===== config.mk =====
export PLATFORM = sky130hd
export DESIGN_NAME = pssc_controller_flat
export DESIGN_NICKNAME = d
export VERILOG_FILES = /design/src/verilog/pssc_pkg.sv /design/src/verilog/pssc_link_if.sv /design/src/verilog/pssc_controller.sv /design/src/verilog/pssc_fifo.sv /design/src/flat_wrapper.sv
export SDC_FILE = /design/constraint.sdc
export NUM_CORES = 1
export LEC_CHECK = 0
export BUFFER_PORTS_ARGS = -buffer_cell sky130_fd_sc_hd__buf_2
export CAP_MARGIN = 25
export CORE_ASPECT_RATIO = 0.6
export CORE_MARGIN = 5
export CORE_UTILIZATION = 42
export CTS_BUF_LIST = sky130_fd_sc_hd__clkbuf_4 sky130_fd_sc_hd__clkbuf_8
export CTS_CLUSTER_DIAMETER = 50
export DETAILED_ROUTE_END_ITERATION = 10
export GPL_TIMING_DRIVEN = 0
export REMOVE_ABC_BUFFERS = 1
export SYNTH_ARGS = -nofsm -noshare
export SYNTH_HDL_FRONTEND = slang
export SYNTH_SLANG_ARGS = --single-unit

===== constraint.sdc =====
create_clock -name ref_clk -period 5.5 [get_ports ref_clk]
set_input_delay 0.55 -clock ref_clk [delete_from_list [all_inputs] [get_ports ref_clk]]
set_output_delay 0.55 -clock ref_clk [all_outputs]
set_load 0.02 [all_outputs]

===== src/verilog/pssc_pkg.sv =====
// Purpose: shared constants for the pipelined sram cycle and sleep control
// Assumes: single 125 MHz clock, two-cycle late-write pipeline
// Notes:   widths are package defaults, modules may override
package pssc_pkg;
	localparam int ADDR_W        = 10;
	localparam int DATA_W        = 16;
	localparam int BURST_W       = 2;
	localparam int FIFO_DEPTH    = 16;
	localparam int CLK_PERIOD_PS = 8000;
	// sleep entry: inputs ignored within at most two clock periods
	localparam int SLEEP_ENTRY_INPUT_IGNORE_TIME_PS = 2 * CLK_PERIOD_PS;
	localparam int SLEEP_ENTRY_CYCLES =
		SLEEP_ENTRY_INPUT_IGNORE_TIME_PS / CLK_PERIOD_PS;
	// sleep exit: at least two clock periods before sampling again
	localparam int SLEEP_EXIT_INPUT_SAMPLE_TIME_PS = 2 * CLK_PERIOD_PS;
	localparam int SLEEP_EXIT_CYCLES =
		(SLEEP_EXIT_INPUT_SAMPLE_TIME_PS + CLK_PERIOD_PS - 1) / CLK_PERIOD_PS;
	localparam int PIPE_DEPTH    = 2;
	localparam logic BURST_LINEAR      = 1'h0;
	localparam logic BURST_INTERLEAVED = 1'h1;
	localparam logic [2:0] CMD_IDLE  = 3'h0;
	localparam logic [2:0] CMD_READ  = 3'h1;
	localparam logic [2:0] CMD_WRITE = 3'h2;
	localparam logic [2:0] CMD_BURST = 3'h3;
	localparam logic [2:0] CMD_SLEEP = 3'h4;
	localparam logic [2:0] CMD_WAKE  = 3'h5;
endpackage

===== src/verilog/pssc_link_if.sv =====
// Purpose: pin-level link between controller and sram
// Assumes: data bus split into out, in and output enable per end
// Notes:   the wire level is resolved by the bench from the enables
`timescale 1ns/1ps
interface pssc_link_if #(
	parameter int AW = pssc_pkg::ADDR_W,
	parameter int DW = pssc_pkg::DATA_W
);
	logic          clock_gate_n;
	logic          advance_not_load;
	logic          write_not_read;
	logic          chip_select_a_n;
	logic          chip_select_b_n;
	logic          chip_select_c;
	logic          output_drive_enable_n;
	logic          burst_order;
	logic          sleep_request;
	logic [AW-1:0] address;
	logic [DW-1:0] ctl_data_out;
	logic          ctl_data_oe;
	logic [DW-1:0] mem_data_out;
	logic          mem_data_oe;
	logic [DW-1:0] data_bus;

	modport controller (
		output clock_gate_n, advance_not_load, write_not_read,
		output chip_select_a_n, chip_select_b_n, chip_select_c,
		output output_drive_enable_n, burst_order, sleep_request,
		output address, ctl_data_out, ctl_data_oe,
		input  data_bus
	);
	modport memory (
		input  clock_gate_n, advance_not_load, write_not_read,
		input  chip_select_a_n, chip_select_b_n, chip_select_c,
		input  output_drive_enable_n, burst_order, sleep_request,
		input  address, data_bus,
		output mem_data_out, mem_data_oe
	);
endinterface


===== src/verilog/pssc_controller.sv =====
// Purpose: controller end, turns user commands into link cycles
// Assumes: one command per cycle when cmd_ready is high
// Notes:   write data queues in a fifo; a write waits for its word
`timescale 1ns/1ps
module pssc_controller #(
	parameter int AW = pssc_pkg::ADDR_W,
	parameter int DW = pssc_pkg::DATA_W
) (
	// clock and reset
	input  wire logic          ref_clk,
	input  wire logic          rstn,
	// user commands
	input  wire logic          cmd_valid,
	output logic               cmd_ready,
	input  wire logic [2:0]    cmd,
	input  wire logic [AW-1:0] cmd_addr,
	input  wire logic          cmd_order,
	input  wire logic          cmd_stall,
	// write data
	input  wire logic          wdata_valid,
	output logic               wdata_ready,
	input  wire logic [DW-1:0] wdata,
	// read data
	output logic               rdata_valid,
	output logic [DW-1:0]      rdata,
	// link
	pssc_link_if.controller    link
);
	typedef enum logic [2:0] {
		PSSC_RUN   = 3'h1,
		PSSC_SLEEP = 3'h2,
		PSSC_WAKE  = 3'h4
	} pssc_state_type;

	pssc_state_type state, next_state;
	logic           fv, fr;
	logic [DW-1:0]  fd;
	logic [1:0]     wcnt, next_wcnt;
	logic [1:0]     rd_p, wr_p, next_rd_p, next_wr_p;
	logic           rd_q, next_rd_q, last_wr, next_last_wr;
	logic           is_rd, is_wr, is_cont, take, pend;

	pssc_fifo #(.WIDTH(DW), .DEPTH(pssc_pkg::FIFO_DEPTH)) u_fifo (
		.ref_clk   (ref_clk),
		.rstn      (rstn),
		.in_valid  (wdata_valid),
		.in_ready  (wdata_ready),
		.in_data   (wdata),
		.out_valid (fv),
		.out_ready (fr),
		.out_data  (fd)
	);

	assign is_rd   = cmd == pssc_pkg::CMD_READ;
	assign is_wr   = cmd == pssc_pkg::CMD_WRITE;
	assign is_cont = cmd == pssc_pkg::CMD_BURST;
	assign pend    = (rd_p | wr_p) != 2'h0 || rd_q || link.ctl_data_oe;

	////////////////////////////////////////////////////////////////////
	// sleep sequencing and acceptance
	always_comb begin
		next_state = state;
		next_wcnt  = wcnt;
		take       = 1'b0;
		cmd_ready  = 1'b0;
		unique case (state)
			PSSC_RUN: begin
				cmd_ready = !(cmd == pssc_pkg::CMD_SLEEP && pend)
					&& !((is_wr || (is_cont && last_wr)) && !fv)
					&& !cmd_stall;
				take = cmd_valid && cmd_ready;
				if (take && cmd == pssc_pkg::CMD_SLEEP)
					next_state = PSSC_SLEEP;
			end
			PSSC_SLEEP: begin
				cmd_ready = 1'b1;
				take = cmd_valid && cmd == pssc_pkg::CMD_WAKE;
				if (take) begin
					next_state = PSSC_WAKE;
					next_wcnt  = 2'(pssc_pkg::SLEEP_EXIT_CYCLES + 1);
				end
			end
			PSSC_WAKE: begin
				if (wcnt == 2'h0)
					next_state = PSSC_RUN;
				else
					next_wcnt = 2'(wcnt - 2'h1);
			end
		endcase
	end

	////////////////////////////////////////////////////////////////////
	// pipeline trackers for data phase
	logic run_take, adv_cyc, rd_ins, wr_ins;
	assign run_take = take && state == PSSC_RUN;
	// memory freezes on the edge that sees clock_gate_n high
	assign adv_cyc  = !link.clock_gate_n;
	// advance keeps direction of its load
	assign rd_ins   = run_take && (is_rd || (is_cont && !last_wr));
	assign wr_ins   = run_take && (is_wr || (is_cont && last_wr));
	assign fr = adv_cyc && wr_p[1];

	// a command on the link never meets a stalled edge
	always_comb begin
		next_rd_p    = {adv_cyc ? rd_p[0] : rd_p[1], rd_ins};
		next_wr_p    = {adv_cyc ? wr_p[0] : wr_p[1], wr_ins};
		next_rd_q    = adv_cyc ? rd_p[1] : rd_q;
		next_last_wr = last_wr;
		if (run_take && (is_rd || is_wr))
			next_last_wr = is_wr;
	end

	always_ff @(posedge ref_clk or negedge rstn) begin
		if (!rstn) begin
			state                      <= PSSC_RUN;
			wcnt                       <= 2'h0;
			rd_p                       <= 2'h0;
			wr_p                       <= 2'h0;
			rd_q                       <= 1'b0;
			last_wr                    <= 1'b0;
			rdata_valid                <= 1'b0;
			rdata                      <= '0;
			link.clock_gate_n          <= 1'b0;
			link.advance_not_load      <= 1'b1;
			link.write_not_read        <= 1'b1;
			link.chip_select_a_n       <= 1'b1;
			link.chip_select_b_n       <= 1'b1;
			link.chip_select_c         <= 1'b0;
			link.output_drive_enable_n <= 1'b0;
			link.burst_order           <= pssc_pkg::BURST_LINEAR;
			link.sleep_request         <= 1'b0;
			link.address               <= '0;
			link.ctl_data_out          <= '0;
			link.ctl_data_oe           <= 1'b0;
		end else begin
			state       <= next_state;
			wcnt        <= next_wcnt;
			rd_p        <= next_rd_p;
			wr_p        <= next_wr_p;
			rd_q        <= next_rd_q;
			last_wr     <= next_last_wr;
			// read word taken while memory drives it
			rdata_valid <= adv_cyc && rd_q;
			rdata       <= link.data_bus;
			link.clock_gate_n     <= cmd_stall;
			// load, idle is a deselect load
			link.advance_not_load <= run_take && is_cont;
			link.write_not_read   <= !(run_take && is_wr);
			link.chip_select_a_n  <= !(run_take && (is_rd || is_wr));
			link.chip_select_b_n  <= !(run_take && (is_rd || is_wr));
			link.chip_select_c    <= run_take && (is_rd || is_wr);
			link.output_drive_enable_n <= 1'b0;
			link.burst_order      <= cmd_order;
			link.sleep_request    <= next_state == PSSC_SLEEP;
			if (run_take)
				link.address <= cmd_addr;
			if (adv_cyc) begin
				link.ctl_data_out <= fd;
				link.ctl_data_oe  <= wr_p[1];
			end
		end
	end
endmodule


===== src/verilog/pssc_fifo.sv =====
// Purpose: small valid/ready fifo for write data
// Assumes: same clock on both sides
// Notes:   no bypass, so a word takes one cycle to appear
`timescale 1ns/1ps
module pssc_fifo #(
	parameter int WIDTH = pssc_pkg::DATA_W,
	parameter int DEPTH = pssc_pkg::FIFO_DEPTH
) (
	// clock and reset
	input  wire logic             ref_clk,
	input  wire logic             rstn,
	// fill side
	input  wire logic             in_valid,
	output logic                  in_ready,
	input  wire logic [WIDTH-1:0] in_data,
	// drain side
	output logic                  out_valid,
	input  wire logic             out_ready,
	output logic      [WIDTH-1:0] out_data
);
	localparam int PW = $clog2(DEPTH);
	logic [WIDTH-1:0] mem [DEPTH];
	logic [PW-1:0]    wr_ptr, rd_ptr, next_wr_ptr, next_rd_ptr;
	logic [PW:0]      count, next_count;
	logic             push, pop;

	always_comb begin
		push        = in_valid && in_ready;
		pop         = out_valid && out_ready;
		next_wr_ptr = push ? PW'(wr_ptr + 1'b1) : wr_ptr;
		next_rd_ptr = pop ? PW'(rd_ptr + 1'b1) : rd_ptr;
		next_count  = count;
		if (push && !pop)
			next_count = (PW+1)'(count + 1'b1);
		else if (pop && !push)
			next_count = (PW+1)'(count - 1'b1);
	end

	assign in_ready  = count != (PW+1)'(DEPTH);
	assign out_valid = count != '0;
	assign out_data  = mem[rd_ptr];

	always_ff @(posedge ref_clk or negedge rstn) begin
		if (!rstn) begin
			wr_ptr <= '0;
			rd_ptr <= '0;
			count  <= '0;
		end else begin
			wr_ptr <= next_wr_ptr;
			rd_ptr <= next_rd_ptr;
			count  <= next_count;
		end
	end

	// storage holds no reset, it is qualified by count
	always_ff @(posedge ref_clk) begin
		if (push)
			mem[wr_ptr] <= in_data;
	end
endmodule


===== src/flat_wrapper.sv =====
// flat-port wrapper written by rule: the top's interface ports become plain ports
module pssc_controller_flat 
#(
	parameter int AW = pssc_pkg::ADDR_W,
	parameter int DW = pssc_pkg::DATA_W
)
  (ref_clk, rstn, cmd_valid, cmd_ready, cmd, cmd_addr, cmd_order, cmd_stall, wdata_valid, wdata_ready, wdata, rdata_valid, rdata, link_clock_gate_n, link_advance_not_load, link_write_not_read, link_chip_select_a_n, link_chip_select_b_n, link_chip_select_c, link_output_drive_enable_n, link_burst_order, link_sleep_request, link_address, link_ctl_data_out, link_ctl_data_oe, link_data_bus);
  pssc_link_if #(.AW(AW), .DW(DW)) link_i ();
  input  wire logic ref_clk;
  input  wire logic rstn;
  input  wire logic cmd_valid;
  output logic cmd_ready;
  input  wire logic [2:0] cmd;
  input  wire logic [AW-1:0] cmd_addr;
  input  wire logic cmd_order;
  input  wire logic cmd_stall;
  input  wire logic wdata_valid;
  output logic wdata_ready;
  input  wire logic [DW-1:0] wdata;
  output logic rdata_valid;
  output logic [DW-1:0] rdata;
  output wire logic [$bits(link_i.clock_gate_n)-1:0] link_clock_gate_n;
  output wire logic [$bits(link_i.advance_not_load)-1:0] link_advance_not_load;
  output wire logic [$bits(link_i.write_not_read)-1:0] link_write_not_read;
  output wire logic [$bits(link_i.chip_select_a_n)-1:0] link_chip_select_a_n;
  output wire logic [$bits(link_i.chip_select_b_n)-1:0] link_chip_select_b_n;
  output wire logic [$bits(link_i.chip_select_c)-1:0] link_chip_select_c;
  output wire logic [$bits(link_i.output_drive_enable_n)-1:0] link_output_drive_enable_n;
  output wire logic [$bits(link_i.burst_order)-1:0] link_burst_order;
  output wire logic [$bits(link_i.sleep_request)-1:0] link_sleep_request;
  output wire logic [$bits(link_i.address)-1:0] link_address;
  output wire logic [$bits(link_i.ctl_data_out)-1:0] link_ctl_data_out;
  output wire logic [$bits(link_i.ctl_data_oe)-1:0] link_ctl_data_oe;
  input wire logic [$bits(link_i.data_bus)-1:0] link_data_bus;
  assign link_clock_gate_n = link_i.clock_gate_n;
  assign link_advance_not_load = link_i.advance_not_load;
  assign link_write_not_read = link_i.write_not_read;
  assign link_chip_select_a_n = link_i.chip_select_a_n;
  assign link_chip_select_b_n = link_i.chip_select_b_n;
  assign link_chip_select_c = link_i.chip_select_c;
  assign link_output_drive_enable_n = link_i.output_drive_enable_n;
  assign link_burst_order = link_i.burst_order;
  assign link_sleep_request = link_i.sleep_request;
  assign link_address = link_i.address;
  assign link_ctl_data_out = link_i.ctl_data_out;
  assign link_ctl_data_oe = link_i.ctl_data_oe;
  assign link_i.data_bus = link_data_bus;
  pssc_controller #(.AW(AW), .DW(DW)) u_core (.ref_clk(ref_clk), .rstn(rstn), .cmd_valid(cmd_valid), .cmd_ready(cmd_ready), .cmd(cmd), .cmd_addr(cmd_addr), .cmd_order(cmd_order), .cmd_stall(cmd_stall), .wdata_valid(wdata_valid), .wdata_ready(wdata_ready), .wdata(wdata), .rdata_valid(rdata_valid), .rdata(rdata), .link(link_i));
endmodule

# After elaboration in Yosys (flattened, before gate mapping)

Memory sizes are Yosys's and may differ from the RTL's. A register that Yosys moved wholly into a read port is not among the register bits.
Cells that the tools add are included.

Output and inout bits: 55
Register bits after elaboration: 59
Input port bits: 51
Bits in writable memories: 256
Logic and storage cells: 98
Memories: 1

Add/subtract/negate cells: 5
Bitwise gates (word level): 1
Equality and inequality tests: 12
Reduce and logical (&&, ||, !) cells: 44
Muxes and demuxes: 13

Memory list:

| name              | words | bits a word | read ports | clocked after memory_dff | wr ports | line            | text |
|---|---|---|---|---|---|---|---|
| u_core.u_fifo.mem | 16    | 16          | 1          | 1                        | 1        | pssc_fifo.sv:22 | `logic [WIDTH-1:0] mem [DEPTH];` |

Operators with widths:

| cell                                                  | number |
|---|---|
| logical AND 1 bit                                     | 21 |
| equality test 3 x 2 -> 1 bit, second input constant   | 4 |
| logical NOT 1 bit                                     | 12 |
| 2-to-1 mux 5 bit                                      | 2 |
| equality test 3 bit, second input constant            | 3 |
| 2-to-1 mux 3 bit                                      | 3 |
| case mux 3 bit (3 select lines)                       | 1 |
| adder 4 x 1 -> 4 bit, second input constant           | 2 |
| equality test 3 x 1 -> 1 bit, second input constant   | 2 |
| nonzero test 2 bit                                    | 3 |
| adder 5 x 1 -> 5 bit, second input constant           | 1 |
| logical OR 1 bit                                      | 5 |
| inequality test 5 bit, second input constant          | 1 |
| nonzero test 5 bit                                    | 1 |
| subtractor 5 x 1 -> 5 bit, second input constant      | 1 |
| 2-to-1 mux 2 bit                                      | 2 |
| case mux 1 bit (2 select lines)                       | 2 |
| case mux 2 bit (2 select lines)                       | 1 |
| AND reduction 3 bit                                   | 1 |
| logical NOT 2 bit                                     | 1 |
| 2-to-1 mux 1 bit                                      | 2 |
| inequality test 2 x 1 -> 1 bit, second input constant | 1 |
| inequality test 2 bit, second input constant          | 1 |
| bitwise OR 2 bit                                      | 1 |
| subtractor 2 x 1 -> 2 bit, second input constant      | 1 |

# Logic depth before layout (Yosys ltp)

Gate-level depths: netlist (run 1).

Word-level depth: 13
Mapped depth: 11
Depth with buffers taken out: 11

# Cells and area by module

From an unflattened synthesis (run 1), not the netlist that was laid out.

Cells, all modules: 704
Area total of the unflattened synthesis: 13187.6 um^2

Modules (own cells, without submodules):

| module          | times used | seq. area each (um^2) | area an instance (um^2) | cells an instance |
|---|---|---|---|---|
| pssc_fifo       | 1          | 8012.7                | 10871.7                 | 548 |
| pssc_controller | 1          | 1556.5                | 2316.0                  | 156 |

# Least setup slack after synthesis (run 1)

OpenSTA, ideal clock, no wires.

Path kind: register to register
Start point: reg u_core.u_fifo.count[0]
End point: mem u_core.u_fifo.mem[3][0] (netlist name) (enable)
Slack: 2726 ps
Setup time: 409 ps
Data required time: 5091 ps
Data arrival time: 2365 ps
Path buffers: 1
Cell stages (with the launch flop): 7
Clock period less this slack: 2774 ps
Cells stage by stage: dfrtp_1 nor4_1 nand2_1 and2_1 clkbuf_1 nand2_1 nor3_1

Word-level cells in the longest chain between the ends: 4

Ends and longest elaborated chain:

| item                                   | line               | text |
|---|---|---|
| from (decl)                            | pssc_fifo.sv:24    | `logic [PW:0] count, next_count;` |
| from (signal assigned)                 | pssc_fifo.sv:51    | `count <= next_count;` |
| inequality test 5 bit                  | pssc_fifo.sv:39    | `assign in_ready = count != (PW+1)'(DEPTH);` |
| net wdata_ready                        | flat_wrapper.sv:18 | `output logic wdata_ready;` |
| logical AND 1 bit                      | pssc_fifo.sv:28    | `push = in_valid && in_ready;` |
| net u_core.u_fifo.push                 | pssc_fifo.sv:25    | `logic push, pop;` |
| 2-to-1 mux 1 bit                       | pssc_fifo.sv:57    | `if (push)` |
| 2-to-1 mux 1 bit (implied by the code) | pssc_fifo.sv:58    | `mem[wr_ptr] <= in_data;` |
| to (decl)                              | pssc_fifo.sv:22    |  |

The timed path passes the listed nets, and every way through them passes these cells.

# Worst setup path in the final report (run 1)

Start point: reg u_core.u_fifo.count[1]
End point: out cmd_ready

Word-level cells in the longest chain between the ends: 7

Ends and longest elaborated chain:

| item                            | line                  | text |
|---|---|---|
| nonzero test 5 bit              | pssc_fifo.sv:40       | `assign out_valid = count != '0;` |
| logical NOT 1 bit               | pssc_controller.sv:69 | `&& !((is_wr \|\| (is_cont && last_wr)) && !fv)` |
| logical AND 1 bit               | pssc_controller.sv:69 |  |
| logical NOT 1 bit               | pssc_controller.sv:69 |  |
| logical AND 1 bit               | pssc_controller.sv:69 |  |
| logical AND 1 bit               | pssc_controller.sv:70 | `&& !cmd_stall;` |
| case mux 1 bit (2 select lines) | pssc_controller.sv:66 | `unique case (state)` |
| to (decl)                       | flat_wrapper.sv:12    | `output logic cmd_ready;` |

Every way passes these cells.

==> flow_summary.yaml, run 1 <==
synthesis:
  synth-seq-cells: 331
  yosysTopAreaCell: "edfxtp_1"
  syn_area_per_cell_sq_um: 19.0
  synthTopCellsByArea: "edfxtp_1 (60%), dfrtp_1 (14%), mux4_2 (11%), nand2_1 (1.3%), mux2_4 (1.2%)"
  synth-edff-count: 256
  ys_seq_area_frac: 0.752
  synth_async_sr_flop_share: 0.227
  synth_area_sq_um: 12700
  synth_flop_cell: "edfxtp_1"
  yosysTopAreaCellShare: 0.604
  synth_cell_types: 47
  syn_inst: 669
  yosysWarnings: 0
die:
  fp.dieW_microns: 235
  io_pins: 106
  design.core.area_sq_um: 29900
  initial_core_util: 0.425
  die-area_sq_um: 34000
  rows: 49
  fp.dieH_microns: 145
sta:
  min_period_ps: 2990
  rsz0062_at_grt: "no"
  final.period_utilization: 0.543
  holdWs_ps: 83.0
  slew_headroom: 0.425
  worst_pin_slew_ps: 862
  fmax_mhz: 335
  hold_viol_final: 0
  finalSetupViolCount: 0
  slew_viol_final: 0
  skew_ps: 21.0
  totalNegativeSetupSlack_ps: 0
routing:
  wirelength_mm: 27.6
  post_drt_wl_per_cell_microns: 22.0
  drc: 0
  ant_nets: 0
  vias_per_cell: 5.23
  vias: 6565
  drt-initial-drc-count: 549
  dr.pass1.iters: 5
critical_path:
  path_delay_family: "simple AND/OR/NAND/NOR gates"
  cpMaxStageDelayCell: "or4_4"
  start_kind: "register"
  critPathKind: "reg2out"
  max_stage_delay_ps: 570
  path_max_fanout: 5
  cp.arrival_ps: 2440
  crit_start: "u_core.u_fifo.count[1]"
  r2r_start: "u_core.link.clock_gate_n"
  critPathRequiredTime_ps: 4950
  crit_chain: "or4_4 > o41ai_2 > or2_4 > a2bb2oi_1 > nor2_1 > buf_2"
  path_buf_inv: 1
  setup.worst_path.end_class: "primary output"
clocking:
  cts_max_level: 2
  postCtsSetupRepairBufs: 0
  cts.sinks: 331
  post_cts_resized: 0
  cts_hold_buf: 1
  clockBufferDepth: 3
  worstSkewPairLatency_ps: 570
  cts_buffers: 47
  clkTransAtPathRegs_ps: 70
  clock_tree.root_cell: "clkbuf_8"
  cts_tree: "built"
placement:
  dp_hpwl_mm: 17.7
  port_buffers: 104
  finalWeightedCongestion: 0.726
  dp.cells: 1170
  place_area_sq_um: 14100
global_route:
  grt_max_degree: 60
  antenna_found_initial: 0
  track_usage: 0.164
  gr-total-overflow: 0
  grt_first_pass_wirelength_mm: 42.5
  first_global_vias: 7068
finish:
  antenna_cells: 0
  final_common_cell: "edfxtp_1"
  regArea_sq_um: 9580
  drive_gt1_frac: 0.371
  most-common-layout-cells: "edfxtp_1 (256), buf_2 (103), dfrtp_1 (67), mux4_2 (64), clkbuf_8 (58)"
  final_nets: 875
  multi_input_area_sq_um: 2990
  fillerInstances: 2431
  instances_no_fill: 1255
  stdcell_area_sq_um: 15100
  area.growth.synth_to_final_pct: 18.8
status:
  status: "finished, final reports clean"
pwr:
  power_mw: 6.68
  p_leak_nw: 5.34
  power.density_nw_per_um2: 442
  vdd_drop_max_v: 0.000189
worst_hold_path:
  hp-start: "link_data_bus[5]"
  hold_path.class: "in2reg"
run:
  cap_viol_max_count: 0
[synth_stat cells (2+ instances only)]
master and n:
nand2b_1 6, o21ai_0 19, nand4_1 2, buf_2 8, mux2_2 3, buf_4 4, edfxtp_1 256, a21o_1 2
o22ai_1 10, nand2_1 44, nor2_1 25, nor4_1 3, a31oi_1 2, ha_1 10, buf_1 3, a21oi_1 4
mux4_2 64, nand3_1 3, a22oi_1 2, clkbuf_1 19, xor2_1 3, dfrtp_1 71, a211oi_1 9, nor3_1 6
mux2_4 10, o221ai_1 7, dfstp_2 4, mux2i_1 9, nor2b_1 12, xnor2_1 8, inv_1 17, o31ai_1 9
[sequential cells by signal (all words and copies together), names as in the netlist, 2 cells and up]
name	cells
u_core.rdata	16
u_core.link.ctl_data_out	16
u_core.u_fifo.wr_ptr	4
u_core.state	3
u_core.rd_p	2
u_core.wcnt	2
u_core.u_fifo.mem	256
u_core.u_fifo.rd_ptr	4
u_core.link.address	10
u_core.wr_p	2
u_core.u_fifo.count	5
[metrics by stage]
step | setup WS (ps) | utilization
final | 2510 | 0.505
after global routing | 2370 | 0.505
after CTS | 2470 | 0.504
after detailed placement | 2610 | 0.470
after global placement | 417 | 0.455
after floorplan | 1650 | -
[per-layer routing]
metal | wire, microns | vias to the layer above | global-route usage
li1 | - | 2919 | -
met4 | 460 | 0 | 0.0451
met5 | 0 | - | 0
met1 | 12500 | 3428 | 0.228
met2 | 13300 | 175 | 0.269
met3 | 1360 | 43 | 0.0354
[kinds of logic (layout without fill, tap and decap cells)]
logic type               count (synthesis)  after routing  synth area share
AND/OR/NAND/NOR                        110            110            0.0410
AO/OA/AOI/OAI                           68             68            0.0360
buffers and inverters                   51            229            0.0170
other                                    1              1          0.000295
XOR/XNOR                                11             11           0.00757
adder cells (fa/ha/maj)                 11             11            0.0114
flip-flops                             331            331             0.752
multiplexers                            86             86             0.135
[path summary, 6_finish.rpt]
kind / end / slack (ps) / depth (start not counted)
setup / recovery: cmd_ready / 2510 / 6
hold / removal: u_core.rdata[5] / 80 / 1
setup reg to reg: u_core.u_fifo.count[4] / 2570 / 10
hold reg to reg: u_core.link.ctl_data_out[8] / 480 / 2
max in group asynchronous: u_core.link.advance_not_load / 4440 / 3
min in group asynchronous: u_core.rdata[10] / 400 / 2
[layout make-up]
class,instances,area share
Sequential cell,331,0.634
Timing Repair Buffer,129,0.0626
Multi-Input combinational cell,287,0.198
Clock buffer,72,0.0598
Tap cell,408,0.0338
Clock inverter,11,0.00828
Inverter,17,0.00422
[where the power goes]
| part | leakage [nW] | switching, mW | total, mW | internal (mW) |
|---|---|---|---|---|
| clock network | 0.546 | 0.891 | 2.07 | 1.18 |
| registers | 3.21 | 0.262 | 3.31 | 3.05 |
| logic | 1.58 | 0.719 | 1.29 | 0.575 |
Note: power is estimated with default switching activity, not from simulation.
==> run 2: changes to the inputs <==
--- a/config.mk
+++ b/config.mk
@@ -5,6 +5,7 @@
 export SDC_FILE = /design/constraint.sdc
 export NUM_CORES = 1
 export LEC_CHECK = 0
+export ABC_AREA = 1
 export BUFFER_PORTS_ARGS = -buffer_cell sky130_fd_sc_hd__buf_2
 export CAP_MARGIN = 25
 export CORE_ASPECT_RATIO = 0.6
==> constraint.sdc (replaced) <==
create_clock -name ref_clk -period 2.5 [get_ports ref_clk]
set_input_delay 0.25 -clock ref_clk [delete_from_list [all_inputs] [get_ports ref_clk]]
set_output_delay 0.25 -clock ref_clk [all_outputs]
set_load 0.02 [all_outputs]
==> run 2 against run 1 <==
  * Synthesized area rose by 4.8%
  * Via count increased by 31%
  * Clock skew grew 8.5 ps
  * Combinational power increased by 130%
  * Final cell count rose by 29%
  * Synthesized cell count is 51% higher
  * Largest cell class unchanged
  * Largest power group unchanged
==> flow_summary.yaml, run 2 <==
placement:
  port_buffers: 104
  dp_hpwl_mm: 18.2
  finalWeightedCongestion: 0.736
  dp.cells: 1489
  post-place-ws_ps: -1120
global_route:
  gr-total-overflow: 0
  grt_first_pass_wirelength_mm: 50.2
  grt_max_degree: 102
  track_usage: 0.184
  first_global_vias: 8420
  antenna_found_initial: 0
routing:
  ant_nets: 0
  vias: 8577
  wirelength_mm: 33.7
  vias_per_cell: 5.29
  dr.pass1.iters: 5
  drt-initial-drc-count: 755
  post_drt_wl_per_cell_microns: 20.8
  drc: 0
synthesis:
  synth-seq-cells: 331
  ys_seq_area_frac: 0.717
  syn_inst: 1009
  yosysTopAreaCell: "edfxtp_1"
  syn_area_per_cell_sq_um: 13.2
  synth_cell_types: 37
  synth_area_sq_um: 13300
  yosysTopAreaCellShare: 0.576
  synth.most_common_cell: "edfxtp_1"
  yosys-top-cells-count: "edfxtp_1 (256), nor2_1 (163), nand2_1 (119), dfrtp_1 (71), o21ai_0 (70)"
  yosysWarnings: 0
  synthTopCellsByArea: "edfxtp_1 (58%), dfrtp_1 (13%), nor2_1 (4.6%), o221ai_1 (4.2%), nand2_1 (3.3%)"
  synth_async_sr_flop_share: 0.227
  synth_flop_cell: "edfxtp_1"
  synth-edff-count: 256
clocking:
  clockBufferDepth: 3
  cts.sinks: 331
  clock_tree.root_cell: "clkbuf_8"
  clkTransAtPathRegs_ps: 70
  worstSkewPairLatency_ps: 600
  cts_max_level: 2
  cts_tree: "built"
  cts_buffers: 49
finish:
  most-common-layout-cells: "edfxtp_1 (256), nor2_1 (146), nand2_1 (119), buf_2 (103), o21ai_0 (70)"
  area.growth.synth_to_final_pct: 19.4
  antenna_cells: 0
  final_nets: 1225
  instances_no_fill: 1620
  fillerInstances: 2688
  drive_gt1_frac: 0.243
  final_common_cell: "edfxtp_1"
  largest_register_ffs: 256
  largestRegisters: "u_core.u_fifo.mem (256), u_core.link.ctl_data_out (16), u_core.rdata (16)"
  top_register: "u_core.u_fifo.mem"
die:
  fp.dieW_microns: 240
  initial_core_util: 0.427
  design.core.area_sq_um: 31300
  rows: 50
  io_pins: 106
  fp.dieH_microns: 148
  die-area_sq_um: 35500
critical_path:
  critPathRequiredTime_ps: 2970
  path_max_fanout: 4
  critPathKind: "reg2reg"
  start_kind: "register"
  setup.worst_path.end_class: "register"
  cp.arrival_ps: 2760
sta:
  finalSetupViolCount: 0
  final.period_utilization: 0.917
  fmax_mhz: 436
  skew_ps: 29.6
  hold_viol_final: 0
  worst_pin_slew_ps: 1010
  rsz0062_at_grt: "yes"
  slew_viol_final: 0
  slew_headroom: 0.328
  worst_slack_ps: 208
  totalNegativeSetupSlack_ps: 0
  min_period_ps: 2290
pwr:
  power.density_nw_per_um2: 911
  p_leak_nw: 6.13
  power_mw: 14.5
  vdd_drop_max_v: 0.000406
worst_hold_path:
  hold_path.class: "in2reg"
run:
  cap_viol_max_count: 0
status:
  status: "finished, final reports clean"
-- run 2: logic make-up after synthesis --
group | after synthesis | synth area share
xor+xnor | 8 | 0.00525
compound gates | 219 | 0.121
fa+ha+maj | 11 | 0.0109
buf+inv | 106 | 0.0432
simple gates | 333 | 0.102
other cells | 1 | 0.000281
flops | 331 | 0.717
-- run 2: what timing repair did --
action / 4_1_cts / 5_1_grt
cloned: 1 / 1
endpoints found under the hold margin: 104 / 0
endpoints found under the setup margin: 23 / 11
gates resized for setup: 5 / 5
setup buffers: 2 / 1
hold buffers: 33 / 0
-- run 2: layout make-up --
class                           instances  area, sq um  share of cell area
Sequential cell                       331         9580               0.601
Multi-Input combinational cell        572         3270               0.205
Timing Repair Buffer                  162         1350              0.0845
Clock buffer                           81          958              0.0602
Tap cell                              416          520              0.0327
Inverter                               46          185              0.0116
Clock inverter                         11         61.3             0.00385
Timing Repair inverter                  1         5.00            0.000314
-- run 2: report_power, final --
group / internal [mW] / leakage, nW / switching [mW]
Sequential: 6.65 / 3.23 / 0.331
Combinational: 0.985 / 2.35 / 2.01
Clock: 2.43 / 0.556 / 2.09
-- run 2: routing by layer --
| metal | vias to the layer above | share of wire | GRT usage |
|---|---|---|---|
| met3 | 55 | 0.067 | 0.0428 |
| met1 | 4283 | 0.46 | 0.267 |
| met4 | 0 | 0.022 | 0.0530 |
| li1 | 3964 | - | - |
| met5 | - | 0 | 0 |
| met2 | 275 | 0.46 | 0.281 |
-- run 2: stage by stage --
stage / hold WS [ps] / utilization / cell area (sq um)
2_1_floorplan: -45.6 / - / 12900
3_3_place_gp: 359 / 0.447 / 14000
3_5_place_dp: 175 / 0.462 / 14500
4_1_cts: 0.447 / 0.506 / 15800
5_1_grt: 20.8 / 0.509 / 15900
6_report: 29.3 / 0.509 / 15900
-- run 2: path summary, 6_finish.rpt --
check / from / to / slack [ps] / cells past startpoint
min in group asynchronous: rstn / u_core.rdata[10] / 120 / 2
max in group asynchronous: rstn / u_core.state[0] / 1740 / 3
hold / removal: wdata[2] / u_core.u_fifo.mem[5][2] / 30 / 1
setup / recovery: u_core.u_fifo.count[1] / u_core.u_fifo.count[4] / 210 / 15
setup reg to reg: u_core.u_fifo.count[1] / u_core.u_fifo.count[4] / 210 / 15
hold reg to reg: u_core.rd_p[0] / u_core.rd_p[1] / 470 / 2
-- run 2: worst max-delay path, stage by stage (launching register included) --
cell and delay (ps):
dfrtp_1 420, nor2_1 160, nand2_1 70, nor2_1 120
inv_1 70, nand3_2 110, ha_4 170, inv_1 80
ha_1 360, nand2_1 90, nor2_1 50, a211oi_2 180
nand2_1 70, nand2_1 60, nor2_1 40, xor2_1 130
==> run 3: changes to the inputs <==
--- a/config.mk
+++ b/config.mk
@@ -18,4 +18,5 @@
 export REMOVE_ABC_BUFFERS = 1
 export SYNTH_ARGS = -nofsm -noshare
 export SYNTH_HDL_FRONTEND = slang
+export SYNTH_HIERARCHICAL = 1
 export SYNTH_SLANG_ARGS = --single-unit
==> run 3 against run 2 <==
  * Sequential power grew 3.0%
  * Final cell count is 22% higher
  * Utilization grew 0.35 points
  * First-iteration DRC count unchanged
  * Count of clock-buffer cells in the layout down 3
  * Critical path type unchanged
  * Highest routed layer unchanged
==> flow_summary.yaml, run 3 <==
finish:
  top_register: "u_core/u_fifo/mem"
  largestRegisters: "u_core/u_fifo/mem (256), u_core/link.ctl_data_out (16), u_core/rdata (16)"
  largest_register_ffs: 256
  antenna_cells: 0
  area.growth.synth_to_final_pct: 19.8
  final_common_cell: "nand2_1"
  drive_gt1_frac: 0.185
  most-common-layout-cells: "nand2_1 (485), edfxtp_1 (256), inv_1 (133), nor2_1 (113), nand3_1 (107)"
  instances_no_fill: 1976
  final_nets: 1547
sta:
  worst_pin_slew_ps: 893
  fmax_mhz: 419
  worst_slack_ps: 116
  hold_viol_final: 0
  finalSetupViolCount: 0
  skew_ps: 22.3
  holdWs_ps: 44.0
  slew_headroom: 0.404
  slew_viol_final: 0
  final.period_utilization: 0.954
  min_period_ps: 2380
critical_path:
  cpMaxStageDelayCell: "nor2_2"
  critPathRequiredTime_ps: 2790
  path_buf_inv: 3
  worstSetupEndpoint: "u_core/u_fifo/mem[0][4]"
  start_kind: "register"
  cpMostUsedCell: "inv_1"
  crit_chain: "inv_1 > nand4_1 > nand2_2 > inv_1 > nand2_1 > nor2_2 > buf_16"
  r2r_slack_ps: 120
  r2r_start: "u_core/u_fifo/count[0]"
  critPathKind: "reg2reg"
  path_max_fanout: 11
  setup.worst_path.end_class: "register"
  crit_cells: 7
  reg2regPathDepth: 7
  crit_start: "u_core/u_fifo/count[0]"
  path_delay_family: "simple AND/OR/NAND/NOR gates"
  rr_endpoint: "u_core/u_fifo/mem[0][4]"
  max_stage_delay_ps: 590
  cp.arrival_ps: 2670
synthesis:
  syn_area_per_cell_sq_um: 10.6
  synth.most_common_cell: "nand2_1"
  synthTopCellsByArea: "edfxtp_1 (55%), nand2_1 (13%), dfrtp_1 (13%), nand3_1 (3.8%), inv_1 (3.6%)"
  synth_async_sr_flop_share: 0.227
  synth_area_sq_um: 13900
  yosys-top-cells-count: "nand2_1 (487), edfxtp_1 (256), inv_1 (134), nor2_1 (129), nand3_1 (107)"
  synth_cell_types: 37
  synth-edff-count: 256
  yosysTopAreaCellShare: 0.551
  ys_seq_area_frac: 0.686
  yosysTopAreaCell: "edfxtp_1"
  synth-seq-cells: 331
  synth_flop_cell: "edfxtp_1"
  syn_inst: 1315
  yosysWarnings: 6
routing:
  dr.pass1.iters: 6
  vias_per_cell: 4.74
  post_drt_wl_per_cell_microns: 17.6
  drt-initial-drc-count: 755
  ant_nets: 0
  drc: 0
  wirelength_mm: 34.7
  vias: 9357
clocking:
  clkTransAtPathRegs_ps: 60
  clock_tree.root_cell: "clkbuf_8"
  worstSkewPairLatency_ps: 600
  cts_tree: "built"
  cts_max_level: 2
  cts_buffers: 51
  cts.sinks: 331
  clockBufferDepth: 3
pwr:
  p_leak_nw: 7.27
  clockPowerShare: 0.261
  pwr-share-comb: 0.331
  power.density_nw_per_um2: 1050
  vdd_drop_max_v: 0.000507
  sequentialPowerShare: 0.408
  switchingPower_mw: 6.50
  p_sw_frac: 0.369
  internal_power_mw: 11.1
global_route:
  grt_max_degree: 88
  track_usage: 0.182
  gr-total-overflow: 0
  first_global_vias: 8931
  antenna_found_initial: 0
  grt_first_pass_wirelength_mm: 51.5
die:
  die-area_sq_um: 37100
  fp.dieW_microns: 245
  initial_core_util: 0.428
  fp.dieH_microns: 151
  io_pins: 106
  rows: 51
  design.core.area_sq_um: 32600
status:
  status: "finished, final reports clean"
worst_hold_path:
  hp-start: "wdata[9]"
  hold_depth: 1
  hold_path.class: "in2reg"
run:
  cap_viol_max_count: 0
placement:
  port_buffers: 104
  finalWeightedCongestion: 0.744
  post-place-ws_ps: -475
  dp_hpwl_mm: 19.2
  dp.cells: 1835
## run 3: changes by cell type after synthesis, moves of 16 or more
cell,before,now
nand3_1,36,107
inv_1,40,134
mux2_2,0,16
o21bai_2,31,0
nand2_1,119,487
o21bai_1,33,0
nor2_1,163,129
o221ai_1,64,0
o21ai_0,70,8
## run 3: power groups by stage
stage | Sequential, mW | Combinational (mW) | Clock [mW]
detailed placement | 7.43 | 5.39 | 0
floorplan | 7.70 | 3.04 | 0
global placement | 7.54 | 4.34 | 0
finish | 7.19 | 5.82 | 4.60
CTS | 7.22 | 5.72 | 4.72
global route | 7.26 | 6.49 | 4.99
## run 3: worst min-delay path by stage
stage / end / slack, ps
3_3_place_gp: u_core/rdata[2] / 360
4_1_cts: u_core/u_fifo/mem[9][6] / 1
6_report: u_core/u_fifo/mem[9][9] / 40
3_5_place_dp: u_core/rdata[10] / 160
2_1_floorplan: u_core/last_wr / -50
5_1_grt: u_core/u_fifo/mem[9][6] / 10
## run 3: cells by family after synthesis
kind of cell,synth area share
flip-flops,0.686
AO/OA/AOI/OAI,0.00843
adder cells (fa/ha/maj),0.0104
other,0.000269
AND/OR/NAND/NOR,0.213
multiplexers,0.0129
buffers and inverters,0.0651
XOR/XNOR,0.00377
## run 3: layer usage
layer,part of all wire,track usage,vias to the layer above,wire [microns]
met5,0,0,-,0
met4,0.021,0.0504,0,725
met3,0.059,0.0326,47,2060
met2,0.45,0.284,286,15600
met1,0.47,0.267,4439,16300
li1,-,-,4585,-
## run 3: stage by stage
stage	TNS (ps)	util	power, mW	cell area, sq um
global placement	-295240	0.449	11.9	14700
CTS	0	0.510	17.6	16600
global route	-1.82	0.513	18.7	16700
detailed placement	-6250	0.464	12.8	15100
finish	0	0.513	17.6	16700
floorplan	-37870	-	10.7	13600
## run 3: what timing repair did
action / CTS / global route
cloned: 0 / 1
buffers inserted: 4 / 4
hold buffers: 37 / 1
gates resized for setup: 8 / 6
endpoints found under the setup margin: 45 / 108
endpoints found under the hold margin: 114 / 1
pin swaps: 1 / 2
## run 3: worst reg2reg max path: cells and delay by family, from the launching register on
kind / cells / cell delay, ps
simple gates: 4 / 1130
buf+inv: 3 / 510
flops: 1 / 440
## run 3: layout make-up
class,count,area [sq um]
multi-input cells,791,3550
fillers,2913,15900
well taps,450,563
repair buffers,170,1440
clock inverters,16,106
clock buffers,78,930
flip-flops and latches,331,9580
inverters,140,548
